$ cat src/shared/rds_readout_pkg.sv
// shared constants for the tuner channel and radio data readout bank
package rds_readout_pkg;
	// register indices; byte address is four times the index
	localparam logic [5:0] IDX_TUNE_FREQ_INDEX_ERR = 6'h0b;
	localparam logic [5:0] IDX_WORD_A = 6'h0c;
	localparam logic [5:0] IDX_WORD_B = 6'h0d;
	localparam logic [5:0] IDX_WORD_C = 6'h0e;
	localparam logic [5:0] IDX_WORD_D = 6'h0f;
	localparam logic [5:0] IDX_CTRL = 6'h10;
	localparam logic [5:0] IDX_TUNE = 6'h11;
	localparam logic [5:0] IDX_STATUS = 6'h12;
	localparam logic [5:0] IDX_IRQ_STAT = 6'h13;
	localparam logic [5:0] IDX_IRQ_MASK = 6'h14;
	// channel and error readout fields
	localparam int ERR_B_POS = 14;
	localparam int ERR_C_POS = 12;
	localparam int ERR_D_POS = 10;
	localparam int TUNE_FREQ_INDEX_W = 10;
	// control register fields
	localparam int CTRL_VERBOSE_BIT = 0;
	localparam int CTRL_SEEK_BIT = 1;
	localparam int CTRL_TUNE_BIT = 2;
	localparam int CTRL_SPACING_POS = 4;
	localparam int CTRL_BAND_POS = 6;
	localparam logic [7:0] CTRL_RESET = 8'h00;
	// status register fields
	localparam int STAT_GROUP_READY_BIT = 15;
	localparam int STAT_DONE_BIT = 14;
	// interrupt bits
	localparam int IRQ_GROUP_BIT = 0;
	localparam int IRQ_DONE_BIT = 1;
	localparam int IRQ_W = 2;
	// reset values
	localparam logic [15:0] WORD_RESET = 16'h0000;
	localparam logic [TUNE_FREQ_INDEX_W-1:0] TUNE_FREQ_INDEX_RESET = 10'h000;
	// link frame layout
	localparam logic [6:0] GROUP_FRAME_LEN = 7'h47;
	localparam logic [6:0] TUNE_FREQ_INDEX_FRAME_LEN = 7'h0c;
	localparam int FRAME_TYPE_BIT = 70;
	localparam int GROUP_ERR_POS = 64;
	localparam int TUNE_FREQ_INDEX_DONE_BIT = 10;
	// bus responses
	localparam logic [1:0] RESP_OKAY = 2'b00;
	localparam logic [1:0] RESP_SLVERR = 2'b10;
endpackage

$ cat src/logic/group_word_store.sv
// four-word store that holds one decoded group, registered read port
module group_word_store #(
	parameter int WORD_W = 16
) (
	input wire logic clk_in,
	input wire logic rst_in,
	input wire logic ce_in,
	input wire logic wr_en_in,
	input wire logic [4*WORD_W-1:0] wr_group_in,
	input wire logic rd_en_in,
	input wire logic [1:0] rd_addr_in,
	output logic [WORD_W-1:0] rd_data_out
);
	logic [WORD_W-1:0] mem_q [4];

	if (WORD_W < 1)
	begin : word_w_check
		$error("WORD_W must be at least 1");
	end

	// whole group written in one cycle so a reader never sees a mix
	always_ff @(posedge clk_in)
	begin
		if (rst_in)
		begin
			for (int i = 0; i < 4; i++)
				mem_q[i] <= '0;
		end
		else if (ce_in && wr_en_in)
		begin
			for (int i = 0; i < 4; i++)
				mem_q[i] <= wr_group_in[(3-i)*WORD_W +: WORD_W];
		end
	end

	always_ff @(posedge clk_in)
	begin
		if (rst_in)
			rd_data_out <= '0;
		else if (ce_in && rd_en_in)
			rd_data_out <= mem_q[rd_addr_in];
	end
endmodule

$ cat src/logic/tuner_rds_readout_regs.sv
// channel, block error and radio data group readout bank with bus slave and link
//
// What this block does
// - blocks B, C, D error levels at 15:14, 13:12, 11:10; four severity codes.
// - error level fields hold meaning only while verbose select is one.
// - device stays in reset while the reset pin is low.
// - serial select is active low; serial activity ignored while it is high.
// - timing reference comes from the external reference clock input.
// - group ready flag at status bit 15 rises on a new group.
// - seek or tune control bit driven low clears the seek/tune done flag.
module tuner_rds_readout_regs #(
	parameter int ADDR_W = 8
) (
	input wire logic REF_CLK_IN,
	input wire logic RESET_IN,
	input wire logic CE_IN,
	input wire logic DEVICE_RESET_N_IN,
	input wire logic SERIAL_SELECT_N_IN,
	input wire logic SERIAL_CLK_IN,
	input wire logic SERIAL_DATA_IN,
	output logic SERIAL_DATA_OUT,
	output logic SERIAL_DATA_OE_OUT,
	input wire logic [ADDR_W-1:0] AWADDR_IN,
	input wire logic AWVALID_IN,
	output logic AWREADY_OUT,
	input wire logic [31:0] WDATA_IN,
	input wire logic [3:0] WSTRB_IN,
	input wire logic WVALID_IN,
	output logic WREADY_OUT,
	output logic [1:0] BRESP_OUT,
	output logic BVALID_OUT,
	input wire logic BREADY_IN,
	input wire logic [ADDR_W-1:0] ARADDR_IN,
	input wire logic ARVALID_IN,
	output logic ARREADY_OUT,
	output logic [31:0] RDATA_OUT,
	output logic [1:0] RRESP_OUT,
	output logic RVALID_OUT,
	input wire logic RREADY_IN,
	output logic [rds_readout_pkg::TUNE_FREQ_INDEX_W-1:0] TUNE_CHANNEL_OUT,
	output logic [1:0] SPACING_OUT,
	output logic [1:0] BAND_OUT,
	output logic SEEK_REQ_OUT,
	output logic TUNE_REQ_OUT,
	output logic IRQ_OUT
);
	import rds_readout_pkg::*;

	// index decode reads address bits 7:2, so narrower buses cannot be served
	if (ADDR_W < 8 || ADDR_W > 32)
	begin : addr_w_check
		$error("ADDR_W must be 8 to 32");
	end

	function automatic logic [5:0] reg_index(input logic [ADDR_W-1:0] a);
		return a[7:2];
	endfunction

	function automatic logic mapped(input logic [5:0] idx);
		return idx >= IDX_TUNE_FREQ_INDEX_ERR && idx <= IDX_IRQ_MASK;
	endfunction

	function automatic logic [15:0] merge(input logic [15:0] old, input logic [31:0] d,
		input logic [3:0] s);
		return {s[1] ? d[15:8] : old[15:8], s[0] ? d[7:0] : old[7:0]};
	endfunction

	logic rstn_s1_q, rstn_s2_q, rst;
	logic sclk_s1_q, sclk_s2_q, sclk_s3_q, sel_s1_q, sel_s2_q, sdi_s1_q, sdi_s2_q;
	logic [6:0] bit_cnt_q;
	logic [70:0] shreg_q;
	logic frame_done_q, ack_q;
	logic group_commit, tune_freq_index_commit, frame_full;
	logic [5:0] err_q;
	logic [TUNE_FREQ_INDEX_W-1:0] tune_freq_index_q, tune_idx_q;
	logic [7:0] ctrl_q;
	logic group_ready_q, done_q;
	logic [IRQ_W-1:0] irq_stat_q, irq_mask_q;
	logic aw_full_q, w_full_q, bvalid_q;
	logic [5:0] aw_idx_q, rd_idx_q;
	logic [31:0] wdata_q;
	logic [3:0] wstrb_q;
	logic [1:0] bresp_q, rresp_q;
	logic rd_busy_q, rd_stage_q, rvalid_q;
	logic [31:0] rdata_q;
	logic [15:0] mem_rdata;
	logic wr_go, ar_take, rd_done;
	logic [15:0] tune_freq_index_err_word;
	logic clr_done_req, rd_clr_irq, rd_clr_group;
	logic [15:0] tune_merged;

	// pin reset caught by two flops; only the bus reset is applied to them
	always_ff @(posedge REF_CLK_IN)
	begin
		if (RESET_IN)
		begin
			rstn_s1_q <= 1'b0;
			rstn_s2_q <= 1'b0;
		end
		else if (CE_IN)
		begin
			rstn_s1_q <= DEVICE_RESET_N_IN;
			rstn_s2_q <= rstn_s1_q;
		end
	end

	assign rst = RESET_IN | ~rstn_s2_q;

	// link pins cross in through two flops each, the link clock through three
	always_ff @(posedge REF_CLK_IN)
	begin
		if (rst)
		begin
			sclk_s1_q <= 1'b0;
			sclk_s2_q <= 1'b0;
			sclk_s3_q <= 1'b0;
			sel_s1_q <= 1'b1;
			sel_s2_q <= 1'b1;
			sdi_s1_q <= 1'b0;
			sdi_s2_q <= 1'b0;
		end
		else if (CE_IN)
		begin
			sclk_s1_q <= SERIAL_CLK_IN;
			sclk_s2_q <= sclk_s1_q;
			sclk_s3_q <= sclk_s2_q;
			sel_s1_q <= SERIAL_SELECT_N_IN;
			sel_s2_q <= sel_s1_q;
			sdi_s1_q <= SERIAL_DATA_IN;
			sdi_s2_q <= sdi_s1_q;
		end
	end

	// frame length depends on the first bit; a short frame is dropped at deselect
	assign frame_full = bit_cnt_q != 7'h00 &&
		bit_cnt_q == (shreg_q[bit_cnt_q - 7'h01] ? TUNE_FREQ_INDEX_FRAME_LEN : GROUP_FRAME_LEN);
	assign group_commit = frame_full && !frame_done_q && !sel_s2_q &&
		bit_cnt_q == GROUP_FRAME_LEN;
	assign tune_freq_index_commit = frame_full && !frame_done_q && !sel_s2_q &&
		bit_cnt_q == TUNE_FREQ_INDEX_FRAME_LEN;

	always_ff @(posedge REF_CLK_IN)
	begin
		if (rst)
		begin
			bit_cnt_q <= '0;
			shreg_q <= '0;
			frame_done_q <= 1'b0;
			ack_q <= 1'b0;
		end
		else if (CE_IN)
		begin
			if (sel_s2_q)
			begin
				bit_cnt_q <= '0;
				frame_done_q <= 1'b0;
				ack_q <= 1'b0;
			end
			else if (frame_full)
			begin
				frame_done_q <= 1'b1;
				ack_q <= 1'b1;
			end
			else if (sclk_s2_q && !sclk_s3_q)
			begin
				shreg_q <= {shreg_q[69:0], sdi_s2_q};
				bit_cnt_q <= bit_cnt_q + 7'h01;
			end
		end
	end

	// ack drives the shared data line until the host deselects
	assign SERIAL_DATA_OUT = ack_q;
	assign SERIAL_DATA_OE_OUT = ack_q;

	group_word_store #(
		.WORD_W(16)
	) store_u (
		.clk_in(REF_CLK_IN),
		.rst_in(rst),
		.ce_in(CE_IN),
		.wr_en_in(group_commit),
		.wr_group_in(shreg_q[63:0]),
		.rd_en_in(ar_take),
		.rd_addr_in(ARADDR_IN[3:2]),
		.rd_data_out(mem_rdata)
	);

	// errors stored with the group they belong to
	always_ff @(posedge REF_CLK_IN)
	begin
		if (rst)
			err_q <= '0;
		else if (CE_IN && group_commit)
			err_q <= shreg_q[GROUP_ERR_POS +: 6];
	end

	// readout follows seek steps and the final channel
	always_ff @(posedge REF_CLK_IN)
	begin
		if (rst)
			tune_freq_index_q <= TUNE_FREQ_INDEX_RESET;
		else if (CE_IN && tune_freq_index_commit)
			tune_freq_index_q <= shreg_q[TUNE_FREQ_INDEX_W-1:0];
	end

	// bus write side
	assign AWREADY_OUT = !aw_full_q && !bvalid_q;
	assign WREADY_OUT = !w_full_q && !bvalid_q;
	assign wr_go = aw_full_q && w_full_q && !bvalid_q;

	always_ff @(posedge REF_CLK_IN)
	begin
		if (rst)
		begin
			aw_full_q <= 1'b0;
			w_full_q <= 1'b0;
			bvalid_q <= 1'b0;
			aw_idx_q <= '0;
			wdata_q <= '0;
			wstrb_q <= '0;
			bresp_q <= RESP_OKAY;
		end
		else if (CE_IN)
		begin
			if (AWVALID_IN && AWREADY_OUT)
			begin
				aw_full_q <= 1'b1;
				aw_idx_q <= reg_index(AWADDR_IN);
			end
			if (WVALID_IN && WREADY_OUT)
			begin
				w_full_q <= 1'b1;
				wdata_q <= WDATA_IN;
				wstrb_q <= WSTRB_IN;
			end
			if (wr_go)
			begin
				aw_full_q <= 1'b0;
				w_full_q <= 1'b0;
				bvalid_q <= 1'b1;
				bresp_q <= mapped(aw_idx_q) ? RESP_OKAY : RESP_SLVERR;
			end
			else if (bvalid_q && BREADY_IN)
				bvalid_q <= 1'b0;
		end
	end

	assign BVALID_OUT = bvalid_q;
	assign BRESP_OUT = bresp_q;

	assign tune_merged = merge({6'h00, tune_idx_q}, wdata_q, wstrb_q);

	// writable settings; readout and group words take no write
	always_ff @(posedge REF_CLK_IN)
	begin
		if (rst)
		begin
			ctrl_q <= CTRL_RESET;
			tune_idx_q <= TUNE_FREQ_INDEX_RESET;
			irq_mask_q <= '0;
		end
		else if (CE_IN && wr_go)
		begin
			case (aw_idx_q)
				IDX_CTRL: ctrl_q <= wstrb_q[0] ? wdata_q[7:0] : ctrl_q;
				IDX_TUNE: tune_idx_q <= tune_merged[TUNE_FREQ_INDEX_W-1:0];
				IDX_IRQ_MASK: irq_mask_q <= wstrb_q[0] ? wdata_q[IRQ_W-1:0] : irq_mask_q;
				default: ;
			endcase
		end
	end

	assign TUNE_CHANNEL_OUT = tune_idx_q;
	assign SPACING_OUT = ctrl_q[CTRL_SPACING_POS +: 2];
	assign BAND_OUT = ctrl_q[CTRL_BAND_POS +: 2];
	assign SEEK_REQ_OUT = ctrl_q[CTRL_SEEK_BIT];
	assign TUNE_REQ_OUT = ctrl_q[CTRL_TUNE_BIT];

	// a write that leaves seek or tune low clears done
	assign clr_done_req = wr_go && aw_idx_q == IDX_CTRL && wstrb_q[0] &&
		(!wdata_q[CTRL_SEEK_BIT] || !wdata_q[CTRL_TUNE_BIT]);

	// bus read side; store read adds one cycle
	assign ARREADY_OUT = !rd_busy_q;
	assign ar_take = ARVALID_IN && !rd_busy_q && CE_IN;
	assign rd_done = rvalid_q && RREADY_IN;
	assign rd_clr_irq = rd_stage_q && rd_idx_q == IDX_IRQ_STAT;
	assign rd_clr_group = rd_stage_q && rd_idx_q == IDX_WORD_D;

	// verbose off: error fields read zero
	assign tune_freq_index_err_word = {ctrl_q[CTRL_VERBOSE_BIT] ? err_q : 6'h00, tune_freq_index_q};

	always_ff @(posedge REF_CLK_IN)
	begin
		if (rst)
		begin
			rd_busy_q <= 1'b0;
			rd_stage_q <= 1'b0;
			rvalid_q <= 1'b0;
			rd_idx_q <= '0;
			rdata_q <= '0;
			rresp_q <= RESP_OKAY;
		end
		else if (CE_IN)
		begin
			rd_stage_q <= ar_take;
			if (ar_take)
			begin
				rd_busy_q <= 1'b1;
				rd_idx_q <= reg_index(ARADDR_IN);
			end
			if (rd_stage_q)
			begin
				rvalid_q <= 1'b1;
				rresp_q <= mapped(rd_idx_q) ? RESP_OKAY : RESP_SLVERR;
				case (rd_idx_q)
					IDX_TUNE_FREQ_INDEX_ERR: rdata_q <= {16'h0000, tune_freq_index_err_word};
					IDX_WORD_A, IDX_WORD_B, IDX_WORD_C, IDX_WORD_D:
						rdata_q <= {16'h0000, mem_rdata};
					IDX_CTRL: rdata_q <= {24'h000000, ctrl_q};
					IDX_TUNE: rdata_q <= {22'h0, tune_idx_q};
					IDX_STATUS: rdata_q <= {16'h0000, group_ready_q, done_q, 14'h0000};
					IDX_IRQ_STAT: rdata_q <= {30'h0, irq_stat_q};
					IDX_IRQ_MASK: rdata_q <= {30'h0, irq_mask_q};
					default: rdata_q <= '0;
				endcase
			end
			else if (rd_done)
			begin
				rvalid_q <= 1'b0;
				rd_busy_q <= 1'b0;
			end
		end
	end

	assign RVALID_OUT = rvalid_q;
	assign RDATA_OUT = rdata_q;
	assign RRESP_OUT = rresp_q;

	// flags: a set in the same cycle as a clear wins
	always_ff @(posedge REF_CLK_IN)
	begin
		if (rst)
		begin
			group_ready_q <= 1'b0;
			done_q <= 1'b0;
		end
		else if (CE_IN)
		begin
			if (group_commit)
				group_ready_q <= 1'b1;
			else if (rd_clr_group)
				group_ready_q <= 1'b0;
			if (tune_freq_index_commit && shreg_q[TUNE_FREQ_INDEX_DONE_BIT])
				done_q <= 1'b1;
			else if (clr_done_req)
				done_q <= 1'b0;
		end
	end

	// sticky event bits cleared by reading them
	always_ff @(posedge REF_CLK_IN)
	begin
		if (rst)
			irq_stat_q <= '0;
		else if (CE_IN)
		begin
			irq_stat_q[IRQ_GROUP_BIT] <= group_commit ||
				(irq_stat_q[IRQ_GROUP_BIT] && !rd_clr_irq);
			irq_stat_q[IRQ_DONE_BIT] <= (tune_freq_index_commit && shreg_q[TUNE_FREQ_INDEX_DONE_BIT]) ||
				(irq_stat_q[IRQ_DONE_BIT] && !rd_clr_irq);
		end
	end

	assign IRQ_OUT = |(irq_stat_q & irq_mask_q);
endmodule

$ cat config.mk
export PLATFORM = sky130hd
export DESIGN_NAME = tuner_rds_readout_regs
export DESIGN_NICKNAME = d
export VERILOG_FILES = /design/src/shared/rds_readout_pkg.sv /design/src/logic/group_word_store.sv /design/src/logic/tuner_rds_readout_regs.sv
export SDC_FILE = /design/constraint.sdc
export NUM_CORES = 1
export LEC_CHECK = 0
export BUFFER_PORTS_ARGS = -buffer_cell sky130_fd_sc_hd__buf_2
export CAP_MARGIN = 20
export CORE_ASPECT_RATIO = 0.75
export CORE_MARGIN = 1
export CORE_UTILIZATION = 50
export CTS_CLUSTER_SIZE = 24
export DETAILED_ROUTE_END_ITERATION = 16
export PLACE_DENSITY = 0.79
export REMOVE_ABC_BUFFERS = 1
export SETUP_SLACK_MARGIN = 0.1
export SLEW_MARGIN = 20
export SYNTH_ARGS = -nofsm -noshare
export SYNTH_HDL_FRONTEND = slang
export SYNTH_HIERARCHICAL = 1
export SYNTH_SLANG_ARGS = --single-unit
$ cat constraint.sdc
create_clock -name REF_CLK_IN -period 4.94 [get_ports REF_CLK_IN]
set_input_delay 0.247 -clock REF_CLK_IN [delete_from_list [all_inputs] [get_ports REF_CLK_IN]]
set_output_delay 0.247 -clock REF_CLK_IN [all_outputs]
set_load 0.02 [all_outputs]
Yosys cells after proc, flatten, opt, wreduce, memory -nomap -nowiden. Memories as Yosys holds them, arrays and structs flattened. A register that Yosys moved wholly into a read port is not among the register bits. Cells that the tools add are included.

Eq/ne operators: 17. Mux-type cells: 36. Divide/modulo/power cells: 0. $mul: 0. Add/sub/neg operators: 2. Bitwise gates (word level): 9. Shift operators: 0. Reductions and logical operators: 72. Order comparisons: 5.

Operators with widths (number): case mux 16 bit (7 select lines) (1); two-way mux 16 bit (4); == test 6 x 5 -> 1 bit (second input constant) (8); == test 6 x 4 -> 1 bit (second input constant) (5); logical AND 1 bit (30); two-way mux 7 bit (4); AND reduction 2 bit (12); two-way mux 1 bit (23); nonzero test 2 bit (8); AND reduction 3 bit (5); greater-or-equal comparator 6 x 4 -> 1 bit (second input constant) (2); less-or-equal comparator 6 x 5 -> 1 bit (second input constant) (2); zero test 1 bit (10); less-than comparator 7 x 8 -> 1 bit (second input constant) (1); adder 7 x 1 -> 7 bit (second input constant) (1); binary-select mux 1 bit (select 7 bit) (1); == test 7 x 4 -> 1 bit (second input constant) (1); == test 7 bit (1); == test 7 bit (second input constant) (1); nonzero test 7 bit (1); subtractor 7 x 1 -> 7 bit (second input constant) (1); two-way mux 6 bit (1); OR 1 bit (5); two-way mux 2 bit (2); 7 further kinds (11).

Bits in latches: 0. Bits in registers: 194. Input bits: 64. Memory bits (writable): 64. Memory bits (read-only): 0. Memories kept: 1.

Memories: store_u.mem_q (words 4, bits a word 16, read ports 1, clocked after Yosys merged registers in 1, wr ports 4, RTL line group_word_store.sv:14) `logic [WORD_W-1:0] mem_q [4];`.

Logic depth before layout (Yosys ltp).
Depth in word-level cells: 14. Mapped depth: 18. Gate-level depth less buffers: 13.

By module. Netlist, hierarchy kept.

By module, submodules not included: tuner_rds_readout_regs (cells each 927, area an instance 8065.2 um^2, times used 1, sequential area each 3523.4 um^2); group_word_store (cells each 244, area an instance 3422.0 um^2, times used 1, sequential area each 2242.2 um^2).

Worst setup path after synthesis. Ideal clock, no wire load.

Path kind: register to register. From: register bit_cnt_q[0]. To: memory store_u.mem_q[0][0] (enable). Data required time: 4507 ps. Stages on the path, launching flop included: 13. Path buffers: 2. Clock period less this slack: 5025 ps. Arrival: 4592 ps. Slack: -85 ps. Cells stage by stage: dfxtp_1 -> buf_6 -> buf_6 -> inv_1 -> ha_1 -> xor2_4 -> mux4_2 -> or4b_4 -> a31oi_4 -> nand2b_1 -> and2_1 -> nand2_1 -> nand2b_1.

RTL lines: start, declared (RTL line tuner_rds_readout_regs.sv:70) `logic [6:0] bit_cnt_q;`; start signal, assigned (RTL line tuner_rds_readout_regs.sv:167) `bit_cnt_q <= bit_cnt_q + 7'h01;`; end, declared (RTL line group_word_store.sv:14).

==> reports/qor.yml <==
run_status:
  status: "finished clean"
clocking:
  clk_latency_ns: 0.52
  cts.sinks: 256
  root_buffer: "clkbuf_16"
  clk_pin_slew_worst_paths_ns: 0.06
  cts_max_level: 1
  cts_tree: "yes"
  cts_made_buffers: 24
  clockBufferDepth: 3
synthesis:
  synth_edf_count: 64
  synthCells: 1171
  ys_top_cells_by_area: "dfxtp_1 33%, edfxtp_1 17%, nand2_1 5.6%, mux2i_1 5.5%, nand3_1 3.7%"
  ys_ff_latch: 256
  synth_cell_types: 67
  synthFlopType: "dfxtp_1"
  synthArstFlopShare_pct: 0
  ys_seq_area_share_pct: 50.19
  synth_area_um2: 11490
  yosys_warnings: 6
  synth_top_area_share_pct: 33.46
  yosys.area.top_type: "dfxtp_1"
  synth.avg_cell_area_um2: 9.810
sta:
  tightestPinTransition_ns: 1.003
  skew_ns: 0.01137
  hold_violations: 0
  rsz0062_at_grt: "false"
  setup_viol: 0
  slew_violations: 0
  timing.hold.ws_ns: 0.01279
  setup_slack_ns: 0.4207
  min_period_over_period_pct: 91.48
  setup_tns_ns: 0
  period_needed_ns: 4.519
  maxSlewHeadroom_pct: 33.16
  clock.fmax_ghz: 0.2213
worst_setup_path:
  end_kind: "register"
  criticalPathCategory: "reg2reg"
  cp_max_fo: 64
  required_ns: 5.20
  startpoint_type: "register"
  arrival_ns: 4.78
power_and_ir_drop:
  p_leak_nw: 4.898
  power_mw: 4.173
  vdd_drop_max_mv: 0.2422
  powerDensity_nw_per_um2: 320.8
finish:
  layout_common_cells: "192 x dfxtp_1, 171 x nand2_1, 90 x nor2_1"
  syn_to_final_growth_pct: 13.21
  final_nets: 1298
  n_antenna_cell: 0
  final_common_cell: "dfxtp_1"
  fillers: 1796
  multi_input_comb_area_um2: 5179
  seqCellArea_um2: 5766
  drive_gt1_share_pct: 16.65
global_route:
  grt_pass1_vias: 8012
  grt_pass1_wl_um: 42210
  grt_start_max_net_pins: 94
  antenna_found_initial: 0
  grt_overflow: 0
  track_usage_pct: 22.30
hold_path:
  holdCritPathClass: "in2reg"
flow_run:
  maxCapViolations: 0
route:
  dr.pass1.iters: 5
  ant_nets: 0
  vias: 8753
  drc: 0
  wl_per_cell_um: 17.25
  dr.first_iter.drc_count: 781
  drt_wl_total_um: 26610
  via_per_inst: 5.673
place:
  globalplace.congestion: 0.8090
  hpwl_um: 17140
  port_buffers: 77
  place_ws_ns: 0.4712
die:
  die_area_um2: 23590
  row_count: 47
  dieWidth_um: 177.0
  floorplan.io_pins: 124
  initial_core_util_pct: 51.54
  die_y_um: 133.3
  core_um2: 22290
power by group:
part           internal (mW)  switching [mW]  leakage (nW)
Clock                   1.12           0.792         0.402
Sequential              2.15         0.00413          2.33
Combinational         0.0434          0.0641          2.17
Total                   3.31           0.861          4.90
layout make-up:
type / count / share of cell area [%]
Clock buffer: 32 / 5.166
Multi-Input combinational cell: 816 / 39.82
Inverter: 10 / 0.2886
Tap cell: 294 / 2.829
Timing Repair Buffer: 123 / 6.427
Sequential cell: 256 / 44.33
Clock inverter: 12 / 1.135
worst paths after layout:
kind | depth (start not counted) | startpoint | slack [ns] | endpoint
hold reg to reg | 2 | store_u/rd_data_out[14] | 0.44 | store_u/rd_data_out[14]
hold / removal | 4 | BREADY_IN | 0.01 | BVALID_OUT
setup reg to reg | 13 | bit_cnt_q[1] | 0.42 | store_u/mem_q[3][11]
setup / recovery | 13 | bit_cnt_q[1] | 0.42 | store_u/mem_q[3][11]
metrics by stage:
| stage | instance area (um2) | utilization (%) | instances |
|---|---|---|---|
| after floorplan | 10930 | - | 1082 |
| after global placement | 11910 | 53.42 | 1472 |
| after detailed placement | 11910 | 53.42 | 1472 |
| after CTS | 13000 | 58.31 | 1543 |
| after global routing | 13010 | 58.35 | 1543 |
| final | 13010 | 58.35 | 1543 |
synth_stat cells, types with 2 or more instances:
cell,number
nand2b_1,10
buf_1,5
o211ai_1,2
buf_4,26
a222oi_1,4
nand3_1,84
nand3b_1,5
o21ai_1,72
nand2_1,171
a22oi_2,5
a32o_1,4
edfxtp_1,64
and2_1,67
mux2i_1,63
mux4_2,17
and3b_1,3
buf_6,15
a22oi_1,31
dfxtp_1,192
clkbuf_1,53
o21ai_0,16
or3_1,5
buf_2,6
inv_1,9
and3_1,7
xnor2_1,5
nand4_1,3
and4b_1,2
ha_1,3
mux2_4,5
nand4b_1,2
nor2_1,91
mux2_2,28
nor3_1,7
nor4_1,5
nor2b_1,8
a21oi_1,43
a32oi_1,2
xor2_1,3
state kept, by name, indices dropped and copies added, names as in the netlist, 7 cells and up:
name                 cells
shreg_q                 71
store_u/mem_q           64
tune_freq_index_q       10
bit_cnt_q                7
RDATA_OUT               16
store_u/rd_data_out     16
TUNE_CHANNEL_OUT        10
wdata_q                 10
ctrl_q                   8
timing repair:
item / in CTS / in global routing
hold endpoints to repair: 27 / 0
hold buffers: 27 / 0
gates resized for setup: 0 / 0
buffers inserted: 0 / 0
worst max-delay path: stages (launching register included):
cell      delay [ns]
dfxtp_1         0.61
inv_1           0.18
ha_1            0.33
xor2_4          0.47
mux4_2          0.61
or4b_4          0.57
a32oi_2         0.23
a21o_4          0.21
nand2b_1        0.11
and2_1          0.17
nand2_1         0.10
nor2_2          0.04
buf_4           0.32
and2_1          0.26
layer usage:
metal / track usage (%) / routed length (um)
met1: 33.21 / 12200
met2: 32.94 / 11720
met3: 4.281 / 2063
met4: 5.795 / 626
met5: 0 / 0
kinds of logic after synthesis:
group	after synthesis	share of synthesized area [%]
compound gates	192	10.57
mux	113	12.22
xor+xnor	9	0.8496
simple gates	481	20.12
other cells	1	0.03264
fa+ha+maj	3	0.3268
buf+inv	116	5.696
flops	256	50.19
Power figures use the tool's default switching activity.
